### config.mk
export PLATFORM = sky130hd
export DESIGN_NAME = mwm_top
export DESIGN_NICKNAME = d
export VERILOG_FILES = /design/src/rtl/mwm_pkg.sv /design/src/rtl/mwm_persist.sv /design/src/rtl/mwm_top.sv
export SDC_FILE = /design/constraint.sdc
export NUM_CORES = 1
export LEC_CHECK = 0
export CELL_PAD_IN_SITES_DETAIL_PLACEMENT = 2
export CELL_PAD_IN_SITES_GLOBAL_PLACEMENT = 2
export CORE_MARGIN = 3
export CORE_UTILIZATION = 36
export CTS_CLUSTER_SIZE = 25
export DETAILED_ROUTE_END_ITERATION = 10
export DONT_BUFFER_PORTS = 1
export PLACE_DENSITY = 0.83
export SLEW_MARGIN = 20
export SYNTH_ARGS = -nofsm -noshare
export SYNTH_HDL_FRONTEND = slang
export SYNTH_HIERARCHICAL = 1
export SYNTH_SLANG_ARGS = --single-unit
### constraint.sdc
create_clock -name clk_sys -period 3.7 [get_ports clk_sys]
set_input_delay 0 -clock clk_sys [delete_from_list [all_inputs] [get_ports clk_sys]]
set_output_delay 0 -clock clk_sys [all_outputs]
set_load 0.02 [all_outputs]
### src/rtl/mwm_pkg.sv
package mwm_pkg;

    // Object dictionary indices of the configuration and value objects.
    localparam logic [15:0] IDX_FOLLOWING_ERROR_TIMEOUT = 16'h6066;
    localparam logic [15:0] IDX_POSITION_WINDOW         = 16'h6067;
    localparam logic [15:0] IDX_POSITION_WINDOW_TIME    = 16'h6068;
    localparam logic [15:0] IDX_VELOCITY_DEMAND_VALUE   = 16'h606B;
    localparam logic [15:0] IDX_VELOCITY_ACTUAL_VALUE   = 16'h606C;
    localparam logic [15:0] IDX_VELOCITY_WINDOW         = 16'h606D;
    localparam logic [15:0] IDX_VELOCITY_WINDOW_TIME    = 16'h606E;
    localparam logic [15:0] IDX_VELOCITY_THRESHOLD      = 16'h606F;
    localparam logic [15:0] IDX_FOLLOWING_ERROR_LIMIT   = 16'h6065;
    localparam logic [15:0] IDX_THRESHOLD_HOLD_TIME     = 16'h6070;
    localparam logic [15:0] IDX_FAULT_REACTION_SELECT   = 16'h3700;

    // Reset values of the writable objects.
    localparam logic [15:0] RST_FOLLOWING_ERROR_TIMEOUT = 16'h0064;
    localparam logic [31:0] RST_POSITION_WINDOW         = 32'h0000000A;
    localparam logic [15:0] RST_POSITION_WINDOW_TIME    = 16'h0064;
    localparam logic [15:0] RST_VELOCITY_WINDOW         = 16'h001E;
    localparam logic [15:0] RST_VELOCITY_WINDOW_TIME    = 16'h0000;
    localparam logic [15:0] RST_VELOCITY_THRESHOLD      = 16'h0000;
    localparam logic [31:0] RST_FOLLOWING_ERROR_LIMIT   = 32'h00000100;
    localparam logic [15:0] RST_THRESHOLD_HOLD_TIME     = 16'h0000;
    localparam logic [15:0] RST_FAULT_REACTION_SELECT   = 16'h0000;

    // Value that switches a window monitor off.
    localparam logic [31:0] WINDOW_OFF = 32'hFFFFFFFF;

    // Drive status word bit positions.
    localparam int STS_TARGET_REACHED  = 10;
    localparam int STS_SPEED_ZERO      = 12;
    localparam int STS_FOLLOWING_ERROR = 13;

    // Operating mode codes.
    localparam logic [7:0] MODE_PROFILE_POSITION = 8'h01;
    localparam logic [7:0] MODE_PROFILE_VELOCITY = 8'h03;
    localparam logic [7:0] MODE_INTERP_POSITION  = 8'h07;

    // Millisecond tick timing.
    localparam int CLK_HZ        = 25000000;
    localparam int TICK_MS       = 1;
    localparam int TICK_CYCLES   = CLK_HZ / 1000 * TICK_MS;

    // Object access request from the fieldbus side.
    typedef struct packed {
        logic        valid;
        logic        write;
        logic [15:0] index;
        logic [31:0] wdata;
    } mwm_req_t;

    // Object access answer.
    typedef struct packed {
        logic        valid;
        logic        error;
        logic [31:0] rdata;
    } mwm_rsp_t;

    // Motion values sampled from the control loops.
    typedef struct packed {
        logic [31:0] pos_actual;
        logic [31:0] pos_demand;
        logic [31:0] pos_target;
        logic [31:0] vel_actual;
        logic [31:0] vel_target;
        logic [31:0] vel_ramp;
        logic [7:0]  mode;
    } mwm_motion_t;

endpackage

### src/rtl/mwm_persist.sv
`timescale 1ns/10ps
// Persistence timer: the output rises once the condition has held for more
// than limit milliseconds, and falls as soon as the condition drops.
module mwm_persist #(
    parameter int W = 16
) (
    input  wire logic         clk_sys,
    input  wire logic         reset_n,
    input  wire logic         clk_en,
    input  wire logic         tick,
    input  wire logic         cond,
    input  wire logic [W-1:0] limit,
    output logic              hit
);
    logic [W:0] cnt_q;

    // Count milliseconds while the condition holds; restart when it drops.
    always_ff @(posedge clk_sys or negedge reset_n) begin
        if (!reset_n) begin
            cnt_q <= '0;
        end else if (clk_en) begin
            if (!cond) begin
                cnt_q <= '0;
            end else if (tick && cnt_q <= {1'b0, limit}) begin
                cnt_q <= cnt_q + (W+1)'(1);
            end
        end
    end

    // The flag is set only after strictly more than limit ticks.
    always_ff @(posedge clk_sys or negedge reset_n) begin
        if (!reset_n) begin
            hit <= 1'b0;
        end else if (clk_en) begin
            hit <= cond && (cnt_q > {1'b0, limit});
        end
    end
endmodule

### src/rtl/mwm_top.sv
`timescale 1ns/10ps
// How it works
// - Status bit 13 on excessive following error.
// - Following error needs persistence beyond timeout.
// - Timeout is a 16-bit millisecond count.
// - Configured fault reaction fires on following error.
// - Triggered reaction also logs an error entry.
// - Status bit 10 when position within window.
// - Position check only in position modes.
// - Position must stay inside window time.
// - All-ones position window disables monitoring.
// - Status bit 10 when speed within window.
// - Speed must stay inside velocity window time.
// - Bit 12 low when speed above threshold.
// - Threshold check only in profile velocity.
// - Velocity demand shows ramp generator output.
// - All-ones following limit disables monitoring.
// - Threshold hold time counts milliseconds.
module mwm_top #(
    parameter int TICK_DIV = mwm_pkg::TICK_CYCLES
) (
    input  wire logic                 clk_sys,
    input  wire logic                 reset_n,
    input  wire logic                 clk_en,
    input  wire mwm_pkg::mwm_req_t    obj_req,
    output mwm_pkg::mwm_rsp_t         obj_rsp,
    input  wire mwm_pkg::mwm_motion_t motion,
    output logic [15:0]               drive_status_word,
    output logic                      fault_reaction_pulse,
    output logic [15:0]               fault_reaction_code,
    output logic                      error_history_push
);
    logic [15:0] following_error_timeout_q;
    logic [31:0] position_window_q;
    logic [15:0] position_window_time_q;
    logic [15:0] velocity_window_q;
    logic [15:0] velocity_window_time_q;
    logic [15:0] velocity_threshold_q;
    logic [31:0] following_error_limit_q;
    logic [15:0] velocity_threshold_hold_time_q;
    logic [15:0] fault_reaction_select_q;
    logic [31:0] velocity_demand_q;
    logic [31:0] velocity_actual_q;
    logic [31:0] tick_cnt_q;
    logic        tick_q;
    logic        ferr_cond;
    logic        pos_cond;
    logic        vel_cond;
    logic        spd_cond;
    logic        ferr_hit;
    logic        pos_hit;
    logic        vel_hit;
    logic        spd_hit;
    logic        ferr_hit_prev_q;
    logic        pos_mode;
    logic        vel_mode;

    // Magnitude of the signed difference of two 32-bit values.
    function automatic logic [32:0] abs_diff(input logic [31:0] a, input logic [31:0] b);
        logic signed [32:0] d;
        d = $signed({a[31], a}) - $signed({b[31], b});
        abs_diff = d[32] ? 33'(-d) : 33'(d);
    endfunction

    // Millisecond tick divider.
    always_ff @(posedge clk_sys or negedge reset_n) begin
        if (!reset_n) begin
            tick_cnt_q <= '0;
            tick_q     <= 1'b0;
        end else if (clk_en) begin
            if (tick_cnt_q == 32'(TICK_DIV - 1)) begin
                tick_cnt_q <= '0;
                tick_q     <= 1'b1;
            end else begin
                tick_cnt_q <= tick_cnt_q + 32'h1;
                tick_q     <= 1'b0;
            end
        end
    end

    // Writable objects; writes to read-only or unknown indices are refused.
    always_ff @(posedge clk_sys or negedge reset_n) begin
        if (!reset_n) begin
            following_error_timeout_q      <= mwm_pkg::RST_FOLLOWING_ERROR_TIMEOUT;
            position_window_q              <= mwm_pkg::RST_POSITION_WINDOW;
            position_window_time_q         <= mwm_pkg::RST_POSITION_WINDOW_TIME;
            velocity_window_q              <= mwm_pkg::RST_VELOCITY_WINDOW;
            velocity_window_time_q         <= mwm_pkg::RST_VELOCITY_WINDOW_TIME;
            velocity_threshold_q           <= mwm_pkg::RST_VELOCITY_THRESHOLD;
            following_error_limit_q        <= mwm_pkg::RST_FOLLOWING_ERROR_LIMIT;
            velocity_threshold_hold_time_q <= mwm_pkg::RST_THRESHOLD_HOLD_TIME;
            fault_reaction_select_q        <= mwm_pkg::RST_FAULT_REACTION_SELECT;
        end else if (clk_en && obj_req.valid && obj_req.write) begin
            case (obj_req.index)
                mwm_pkg::IDX_FOLLOWING_ERROR_TIMEOUT: begin
                    following_error_timeout_q <= obj_req.wdata[15:0];
                end
                mwm_pkg::IDX_POSITION_WINDOW: begin
                    position_window_q <= obj_req.wdata;
                end
                mwm_pkg::IDX_POSITION_WINDOW_TIME: begin
                    position_window_time_q <= obj_req.wdata[15:0];
                end
                mwm_pkg::IDX_VELOCITY_WINDOW: begin
                    velocity_window_q <= obj_req.wdata[15:0];
                end
                mwm_pkg::IDX_VELOCITY_WINDOW_TIME: begin
                    velocity_window_time_q <= obj_req.wdata[15:0];
                end
                mwm_pkg::IDX_VELOCITY_THRESHOLD: begin
                    velocity_threshold_q <= obj_req.wdata[15:0];
                end
                mwm_pkg::IDX_FOLLOWING_ERROR_LIMIT: begin
                    following_error_limit_q <= obj_req.wdata;
                end
                mwm_pkg::IDX_THRESHOLD_HOLD_TIME: begin
                    velocity_threshold_hold_time_q <= obj_req.wdata[15:0];
                end
                mwm_pkg::IDX_FAULT_REACTION_SELECT: begin
                    fault_reaction_select_q <= obj_req.wdata[15:0];
                end
                default: begin
                end
            endcase
        end
    end

    // Object answers: one cycle after the request, unknown index or a write
    // to a read-only object answers with error set.
    always_ff @(posedge clk_sys or negedge reset_n) begin
        if (!reset_n) begin
            obj_rsp <= '0;
        end else if (clk_en) begin
            obj_rsp.valid <= obj_req.valid;
            obj_rsp.error <= 1'b0;
            obj_rsp.rdata <= '0;
            if (obj_req.valid) begin
                case (obj_req.index)
                    mwm_pkg::IDX_FOLLOWING_ERROR_TIMEOUT: begin
                        obj_rsp.rdata <= {16'h0000, following_error_timeout_q};
                    end
                    mwm_pkg::IDX_POSITION_WINDOW: begin
                        obj_rsp.rdata <= position_window_q;
                    end
                    mwm_pkg::IDX_POSITION_WINDOW_TIME: begin
                        obj_rsp.rdata <= {16'h0000, position_window_time_q};
                    end
                    mwm_pkg::IDX_VELOCITY_DEMAND_VALUE: begin
                        obj_rsp.rdata <= velocity_demand_q;
                        obj_rsp.error <= obj_req.write;
                    end
                    mwm_pkg::IDX_VELOCITY_ACTUAL_VALUE: begin
                        obj_rsp.rdata <= velocity_actual_q;
                        obj_rsp.error <= obj_req.write;
                    end
                    mwm_pkg::IDX_VELOCITY_WINDOW: begin
                        obj_rsp.rdata <= {16'h0000, velocity_window_q};
                    end
                    mwm_pkg::IDX_VELOCITY_WINDOW_TIME: begin
                        obj_rsp.rdata <= {16'h0000, velocity_window_time_q};
                    end
                    mwm_pkg::IDX_VELOCITY_THRESHOLD: begin
                        obj_rsp.rdata <= {16'h0000, velocity_threshold_q};
                    end
                    mwm_pkg::IDX_FOLLOWING_ERROR_LIMIT: begin
                        obj_rsp.rdata <= following_error_limit_q;
                    end
                    mwm_pkg::IDX_THRESHOLD_HOLD_TIME: begin
                        obj_rsp.rdata <= {16'h0000, velocity_threshold_hold_time_q};
                    end
                    mwm_pkg::IDX_FAULT_REACTION_SELECT: begin
                        obj_rsp.rdata <= {16'h0000, fault_reaction_select_q};
                    end
                    default: begin
                        obj_rsp.error <= 1'b1;
                    end
                endcase
            end
        end
    end

    // Captured speed values shown as read-only objects.
    always_ff @(posedge clk_sys or negedge reset_n) begin
        if (!reset_n) begin
            velocity_demand_q <= '0;
            velocity_actual_q <= '0;
        end else if (clk_en) begin
            velocity_demand_q <= motion.vel_ramp;
            velocity_actual_q <= motion.vel_actual;
        end
    end

    // Window conditions and operating mode qualifiers.
    assign pos_mode  = (motion.mode == mwm_pkg::MODE_PROFILE_POSITION)
                    || (motion.mode == mwm_pkg::MODE_INTERP_POSITION);
    assign vel_mode  = (motion.mode == mwm_pkg::MODE_PROFILE_VELOCITY);
    assign ferr_cond = (following_error_limit_q != mwm_pkg::WINDOW_OFF)
                    && (abs_diff(motion.pos_actual, motion.pos_demand)
                        > {1'b0, following_error_limit_q});
    assign pos_cond  = pos_mode && (position_window_q != mwm_pkg::WINDOW_OFF)
                    && (abs_diff(motion.pos_actual, motion.pos_target)
                        < {1'b0, position_window_q});
    assign vel_cond  = vel_mode
                    && (abs_diff(motion.vel_actual, motion.vel_target)
                        < {17'h00000, velocity_window_q});
    assign spd_cond  = vel_mode
                    && ($signed(motion.vel_actual)
                        > $signed({16'h0000, velocity_threshold_q}));

    // Persistence timer for the following error.
    mwm_persist #(.W(16)) u_ferr (
        .clk_sys (clk_sys),
        .reset_n (reset_n),
        .clk_en  (clk_en),
        .tick    (tick_q),
        .cond    (ferr_cond),
        .limit   (following_error_timeout_q),
        .hit     (ferr_hit)
    );

    // Persistence timer for the position window.
    mwm_persist #(.W(16)) u_pos (
        .clk_sys (clk_sys),
        .reset_n (reset_n),
        .clk_en  (clk_en),
        .tick    (tick_q),
        .cond    (pos_cond),
        .limit   (position_window_time_q),
        .hit     (pos_hit)
    );

    // Persistence timer for the velocity window.
    mwm_persist #(.W(16)) u_vel (
        .clk_sys (clk_sys),
        .reset_n (reset_n),
        .clk_en  (clk_en),
        .tick    (tick_q),
        .cond    (vel_cond),
        .limit   (velocity_window_time_q),
        .hit     (vel_hit)
    );

    // Persistence timer for speed above threshold.
    mwm_persist #(.W(16)) u_spd (
        .clk_sys (clk_sys),
        .reset_n (reset_n),
        .clk_en  (clk_en),
        .tick    (tick_q),
        .cond    (spd_cond),
        .limit   (velocity_threshold_hold_time_q),
        .hit     (spd_hit)
    );

    // Drive status word assembly; other bits read as zero.
    always_ff @(posedge clk_sys or negedge reset_n) begin
        if (!reset_n) begin
            drive_status_word <= 16'h1000;
        end else if (clk_en) begin
            drive_status_word <= '0;
            drive_status_word[mwm_pkg::STS_FOLLOWING_ERROR] <= ferr_hit;
            drive_status_word[mwm_pkg::STS_TARGET_REACHED]  <= pos_hit || vel_hit;
            drive_status_word[mwm_pkg::STS_SPEED_ZERO]      <= !spd_hit;
        end
    end

    // Fault reaction and error history entry on the rising following error.
    always_ff @(posedge clk_sys or negedge reset_n) begin
        if (!reset_n) begin
            ferr_hit_prev_q      <= 1'b0;
            fault_reaction_pulse <= 1'b0;
            fault_reaction_code  <= '0;
            error_history_push   <= 1'b0;
        end else if (clk_en) begin
            ferr_hit_prev_q      <= ferr_hit;
            fault_reaction_pulse <= 1'b0;
            error_history_push   <= 1'b0;
            if (ferr_hit && !ferr_hit_prev_q && fault_reaction_select_q != 16'h0000) begin
                fault_reaction_pulse <= 1'b1;
                fault_reaction_code  <= fault_reaction_select_q;
                error_history_push   <= 1'b1;
            end
        end
    end
endmodule
==> results of run 1 <==
## per-layer routing
layer  global-route usage  GRT overflow
met5                0.235             0
met4                0.713             7
met3                0.519             0
met2                0.859             2
met1                0.621             0
## metrics by stage
step	utilization	hold WS, ns	area, µm²	worst slack (ns)	TNS, ns
2_1_floorplan	-	-0.296	31300	-1.70	-63.89
3_3_place_gp	0.428	-0.259	36100	-2.13	-92.85
3_5_place_dp	0.428	-0.265	36100	-2.68	-120.19
4_1_cts	0.485	-0.919	40900	-1.64	-74.46
## cells in the mapped netlist, drive strengths merged (8+ instances only)
library cell,number,area share
nand2,322,0.039
buf,45,0.011
a21boi,9,0.0022
nor2b,21,0.0043
a221oi,18,0.0051
nor3,68,0.012
nand4,98,0.020
o31ai,33,0.0084
and2,21,0.0043
a41oi,11,0.0031
a22oi,18,0.0044
nand4b,8,0.0042
mux2,169,0.062
a21o,99,0.024
and4,10,0.0028
a222oi,33,0.011
nand3,125,0.020
a32oi,14,0.0040
xor2,74,0.021
or3,18,0.0040
o21ai,210,0.035
a211oi,23,0.0060
nor2,211,0.026
clkbuf,145,0.018
o211ai,29,0.0071
inv,324,0.040
dfstp,14,0.012
nand2b,24,0.0049
nor4,46,0.012
o2bb2ai,17,0.0048
dfrtp,385,0.31
a31oi,44,0.0091
xnor2,116,0.033
o21bai,9,0.0022
o311ai,26,0.0074
o21a,24,0.0059
or4,23,0.0061
ha,262,0.11
a21oi,203,0.033
and3,35,0.0071
or2,14,0.0028
mux2i,20,0.0065
## logic make-up after synthesis
group	synth area share
flops	0.325
simple gates	0.178
compound gates	0.198
mux	0.0683
fa+ha+maj	0.108
buf+inv	0.0685
xor+xnor	0.0541
other cells	0.000122
## timing repair
item / CTS
endpoints found under the hold margin: 723
pin swaps: 96
buffers inserted: 41
cloned: 1
endpoints found under the setup margin: 60
hold buffers: 204
gates resized for setup: 163
==> results.txt, run 1 <==
IO buf count -> 0
num ports -> 321
die extent in x -> 298 µm
ys async rst share -> 1.00
Chip Height -> 298 µm
clock sink count -> 399
Stop Error -> [ERROR GRT-0232] Routing congestion too high. Check the congestion heatmap in the GUI.
cells after synthesis -> 3532
buffer levels on the longest clock path -> 3
mean instance size in the synthesized netlist -> 8.71 µm²
number of synthesized flops with an enable pin -> 0
Clock Root Buffer -> sky130_fd_sc_hd__clkbuf_16
distinct cell type count after synthesis -> 100
most used flip-flop cell after synthesis -> sky130_fd_sc_hd__dfrtp_1
Final GP Congestion -> 0.912
overflow left after global routing -> 9
netlist area before placement -> 0.0308 mm²
overall fraction of global-route tracks in use -> 0.668
Crit. endpoint post-GRT repair -> u_ferr/cnt_q[2]$_DFFE_PN0P_/D
WEP type -> sequential cell input
placed instance count -> 5039
warning count from the yosys run -> 6
count of standard-cell rows -> 106
H-tree lvl count -> 2
half-perimeter wire length after detailed placement -> 124000 µm
Stopped at -> global routing (5_1_grt)
result of the run -> stopped before the end
share of the yosys chip area belonging to registers -> 0.325
total of flip-flops plus latches after synthesis -> 399
starting utilization of the core area -> 0.365
largest net degree at the start of global routing -> 400
Inserted Clock Buffers -> 47
==> inputs of run 2 (changes only) <==
--- a/config.mk
+++ b/config.mk
@@ -5,14 +5,11 @@
 export SDC_FILE = /design/constraint.sdc
 export NUM_CORES = 1
 export LEC_CHECK = 0
-export CELL_PAD_IN_SITES_DETAIL_PLACEMENT = 2
-export CELL_PAD_IN_SITES_GLOBAL_PLACEMENT = 2
 export CORE_MARGIN = 3
-export CORE_UTILIZATION = 36
-export CTS_CLUSTER_SIZE = 25
+export CORE_UTILIZATION = 25
 export DETAILED_ROUTE_END_ITERATION = 10
 export DONT_BUFFER_PORTS = 1
-export PLACE_DENSITY = 0.83
+export PLACE_DENSITY_LB_ADDON = 0.15
 export SLEW_MARGIN = 20
 export SYNTH_ARGS = -nofsm -noshare
 export SYNTH_HDL_FRONTEND = slang
==> constraint.sdc (replaced) <==
create_clock -name clk_sys -period 4.81 [get_ports clk_sys]
set_input_delay 0 -clock clk_sys [delete_from_list [all_inputs] [get_ports clk_sys]]
set_output_delay 0 -clock clk_sys [all_outputs]
set_load 0.02 [all_outputs]
==> run 2 against run 1 <==
  * The flow now finishes, with violations (negative hold slack, negative setup slack)
  * Area after synthesis unchanged
  * Synthesized cell count unchanged
==> results.txt, run 2 <==
result of the run -> complete, but fails checks
failing checks -> negative hold slack, negative setup slack
number of nets at the end of the flow -> 4654
IR Drop Worst-Case VDD -> 0.236 mV
distinct cell type count after synthesis -> 100
pwr dens -> 248 mW/mm²
Inserted Clock Buffers -> 50
most common cell in the netlist -> sky130_fd_sc_hd__dfrtp_1
final hold violations -> 424
area of the placeable core -> 0.122 mm²
class of the tightest hold or removal check -> input port to asynchronous set/reset pin
crit-path max cell delay -> 0.38 ns
IO buf count -> 0
share of the yosys chip area belonging to registers -> 0.325
Post-Synth Adder-Cell Area -> 0.108
top cell types by occurrence after synthesis -> 385 x sky130_fd_sc_hd__dfrtp_1, 324 x sky130_fd_sc_hd__inv_1, 322 x sky130_fd_sc_hd__nand2_1
cells after synthesis -> 3532
count of standard-cell rows -> 128
portion of synthesized cell area occupied by the leading cell type -> 0.313
setup repair after global routing missed its margin -> true
main combinational cell family by area after synthesis -> compound AO/OA/AOI/OAI gates
setup slack after placement -> -1.45 ns
time the final worst path needs with I/O delays and setup -> 5.08 ns
Least-Margin Pin Slew -> 1.13 ns
basic-gate share of the synthesized area counting and, or, nand and nor cells -> 0.178
count of max-cap constraint violations -> 0
total of flip-flops plus latches after synthesis -> 399
via density per instance -> 5.02
clock latency of the later-clocked register in the worst-skew pair -> 0.62 ns
aggregate routed wire length -> 128000 µm
overall fraction of global-route tracks in use -> 0.195
Synth Area in Compound Gates -> 0.198
starting utilization of the core area -> 0.252
Area contributors post-synth -> sky130_fd_sc_hd__dfrtp_1 31%, sky130_fd_sc_hd__ha_1 11%, sky130_fd_sc_hd__mux2_2 6.1%, sky130_fd_sc_hd__inv_1 4.0%, sky130_fd_sc_hd__nand2_1 3.9%
design area -> 0.0409 mm²
largest reg by FF count -> obj_rsp
Post-Place Cell Area -> 0.0360 mm²
mean instance size in the synthesized netlist -> 8.71 µm²
top library cells by usage in the layout, fill and taps aside -> 490 x sky130_fd_sc_hd__buf_4, 385 x sky130_fd_sc_hd__dfrtp_1, 316 x sky130_fd_sc_hd__nand2_1
overflow left after global routing -> 0
Final period util -> 1.06
detailed-router iteration count before antenna repair -> 9
mux cell area share after synthesis -> 0.0684
H-tree lvl count -> 2
Cell Count, Final, Fillers Out -> 5823
cell repeated most along the worst path -> sky130_fd_sc_hd__buf_4
kind of critical path -> input port to register
maximum clock frequency -> 0.197 GHz
final worst clock skew -> 0.0617 ns
total die area -> 0.127 mm²
category of cells accounting for the largest share of critical-path delay -> compound AO/OA/AOI/OAI gates
nature of the critical path endpoint -> register
post-route setup slack -> -0.272 ns
warning count from the yosys run -> 6
normalized max-slew margin -> 0.244
total number of vias -> 29200
global-route wire length before repair -> 190000 µm
clock-pin slew on the worst setup and hold paths -> 0.07 ns
xor-xnor portion of the synthesized cell area -> 0.0541
Final GP Congestion -> 0.851
most used flip-flop cell after synthesis -> sky130_fd_sc_hd__dfrtp_1
max-slew violation count -> 0
Residual DRC -> 0
netlist area before placement -> 0.0308 mm²
Area Growth Syn to Fin -> 33.0%
clock tree from TritonCTS -> yes
Critical Path AT -> 5.58 ns
Initial DRC Count -> 2059
leading area contributor after synthesis -> sky130_fd_sc_hd__dfrtp_1
half-perimeter wire length after detailed placement -> 99100 µm
num ports -> 321
die extent in x -> 357 µm
clock sink count -> 399
commonest non-fill, non-tap cell in the layout -> sky130_fd_sc_hd__buf_4
final setup vio count -> 34
cell with the largest stage delay on the worst path -> sky130_fd_sc_hd__fa_2
vias in the first global route -> 29000
number of antenna violations at the first check in global routing -> 33
required time of the critical path -> 5.31 ns
placed instance count -> 5458
leakage -> 18.8 nW
critical path fanouts, max -> 7
total power draw -> 0.0102 W
Post-Route Hold Slack -> -0.934 ns
Chip Height -> 357 µm
ys async rst share -> 1.00
number of flip-flops in the largest register -> 34
startpoint class of the critical path -> input port
Clock Root Buffer -> sky130_fd_sc_hd__clkbuf_16
share of post-route cells with drive strength above 1 -> 0.239
average routed wire per standard cell -> 22.0 µm
residual antenna-violating net count after detailed routing -> 0
largest net degree at the start of global routing -> 400
number of synthesized flops with an enable pin -> 0
buffer levels on the longest clock path -> 3
worst path bufs/invs -> 8
## run 2: logic make-up (layout without fill, tap and decap cells)
group / Yosys count / in the layout
compound gates: 902 / 902
simple gates: 1072 / 1072
fa+ha+maj: 265 / 265
flops: 399 / 399
buf+inv: 514 / 1145
mux: 189 / 189
other cells: 1 / 36
xor+xnor: 190 / 190
## run 2: final timing paths
kind / cells after the start / start / end / slack [ns]
max: 34 / motion[168] / u_pos/cnt_q[2] / -0.27
min: 0 / reset_n / u_vel/cnt_q[12] / -0.93
max reg2reg: 19 / velocity_threshold_q[1] / u_spd/hit / 0.23
min reg2reg: 1 / u_spd/hit / drive_status_word[12] / 0.46
max in group asynchronous: 0 / reset_n / position_window_q[30] / 4.78
min in group clk_sys: 1 / clk_en / u_pos/cnt_q[8] / -0.40
## run 2: stage by stage
step                      setup TNS [ns]   util
after floorplan                    -9.66      -
after global routing              -16.84  0.335
after CTS                         -10.45  0.329
after detailed placement          -46.80  0.295
final                              -5.54  0.335
after global placement            -45.92  0.295
## run 2: area by class of cell
cell class                      count  area (µm²)
Antenna cell                       23        57.6
Clock buffer                       76        1400
Clock inverter                     15         139
Fill cell                       12900       81100
Inverter                          324        1260
Multi-Input combinational cell   2631       19900
Sequential cell                   399       10000
Tap cell                         1625        2030
Timing Repair Buffer              730        6150
## run 2: per-layer routing
layer / GRT usage / routed length, µm
met5: 0 / 90
met4: 0.0329 / 1990
met3: 0.0303 / 7280
met2: 0.322 / 59800
met1: 0.271 / 58800
## run 2: what timing repair did
| item | CTS | global route |
|---|---|---|
| endpoints found under the setup margin | 36 | 48 |
| hold buffers | 210 | 1 |
| hold endpoints to repair | 737 | 439 |
| buffers inserted | 16 | 24 |
| pin swaps | 83 | 94 |
| resized for setup | 77 | 100 |
| gates cloned | 0 | 1 |
## run 2: power by group
group / internal [W] / switching [W]
Combinational: 0.00151 / 0.00150
Clock: 0.00206 / 0.00159
Sequential: 0.00343 / 0.0000665
Total: 0.00701 / 0.00316
Power figures use the tool's default switching activity.
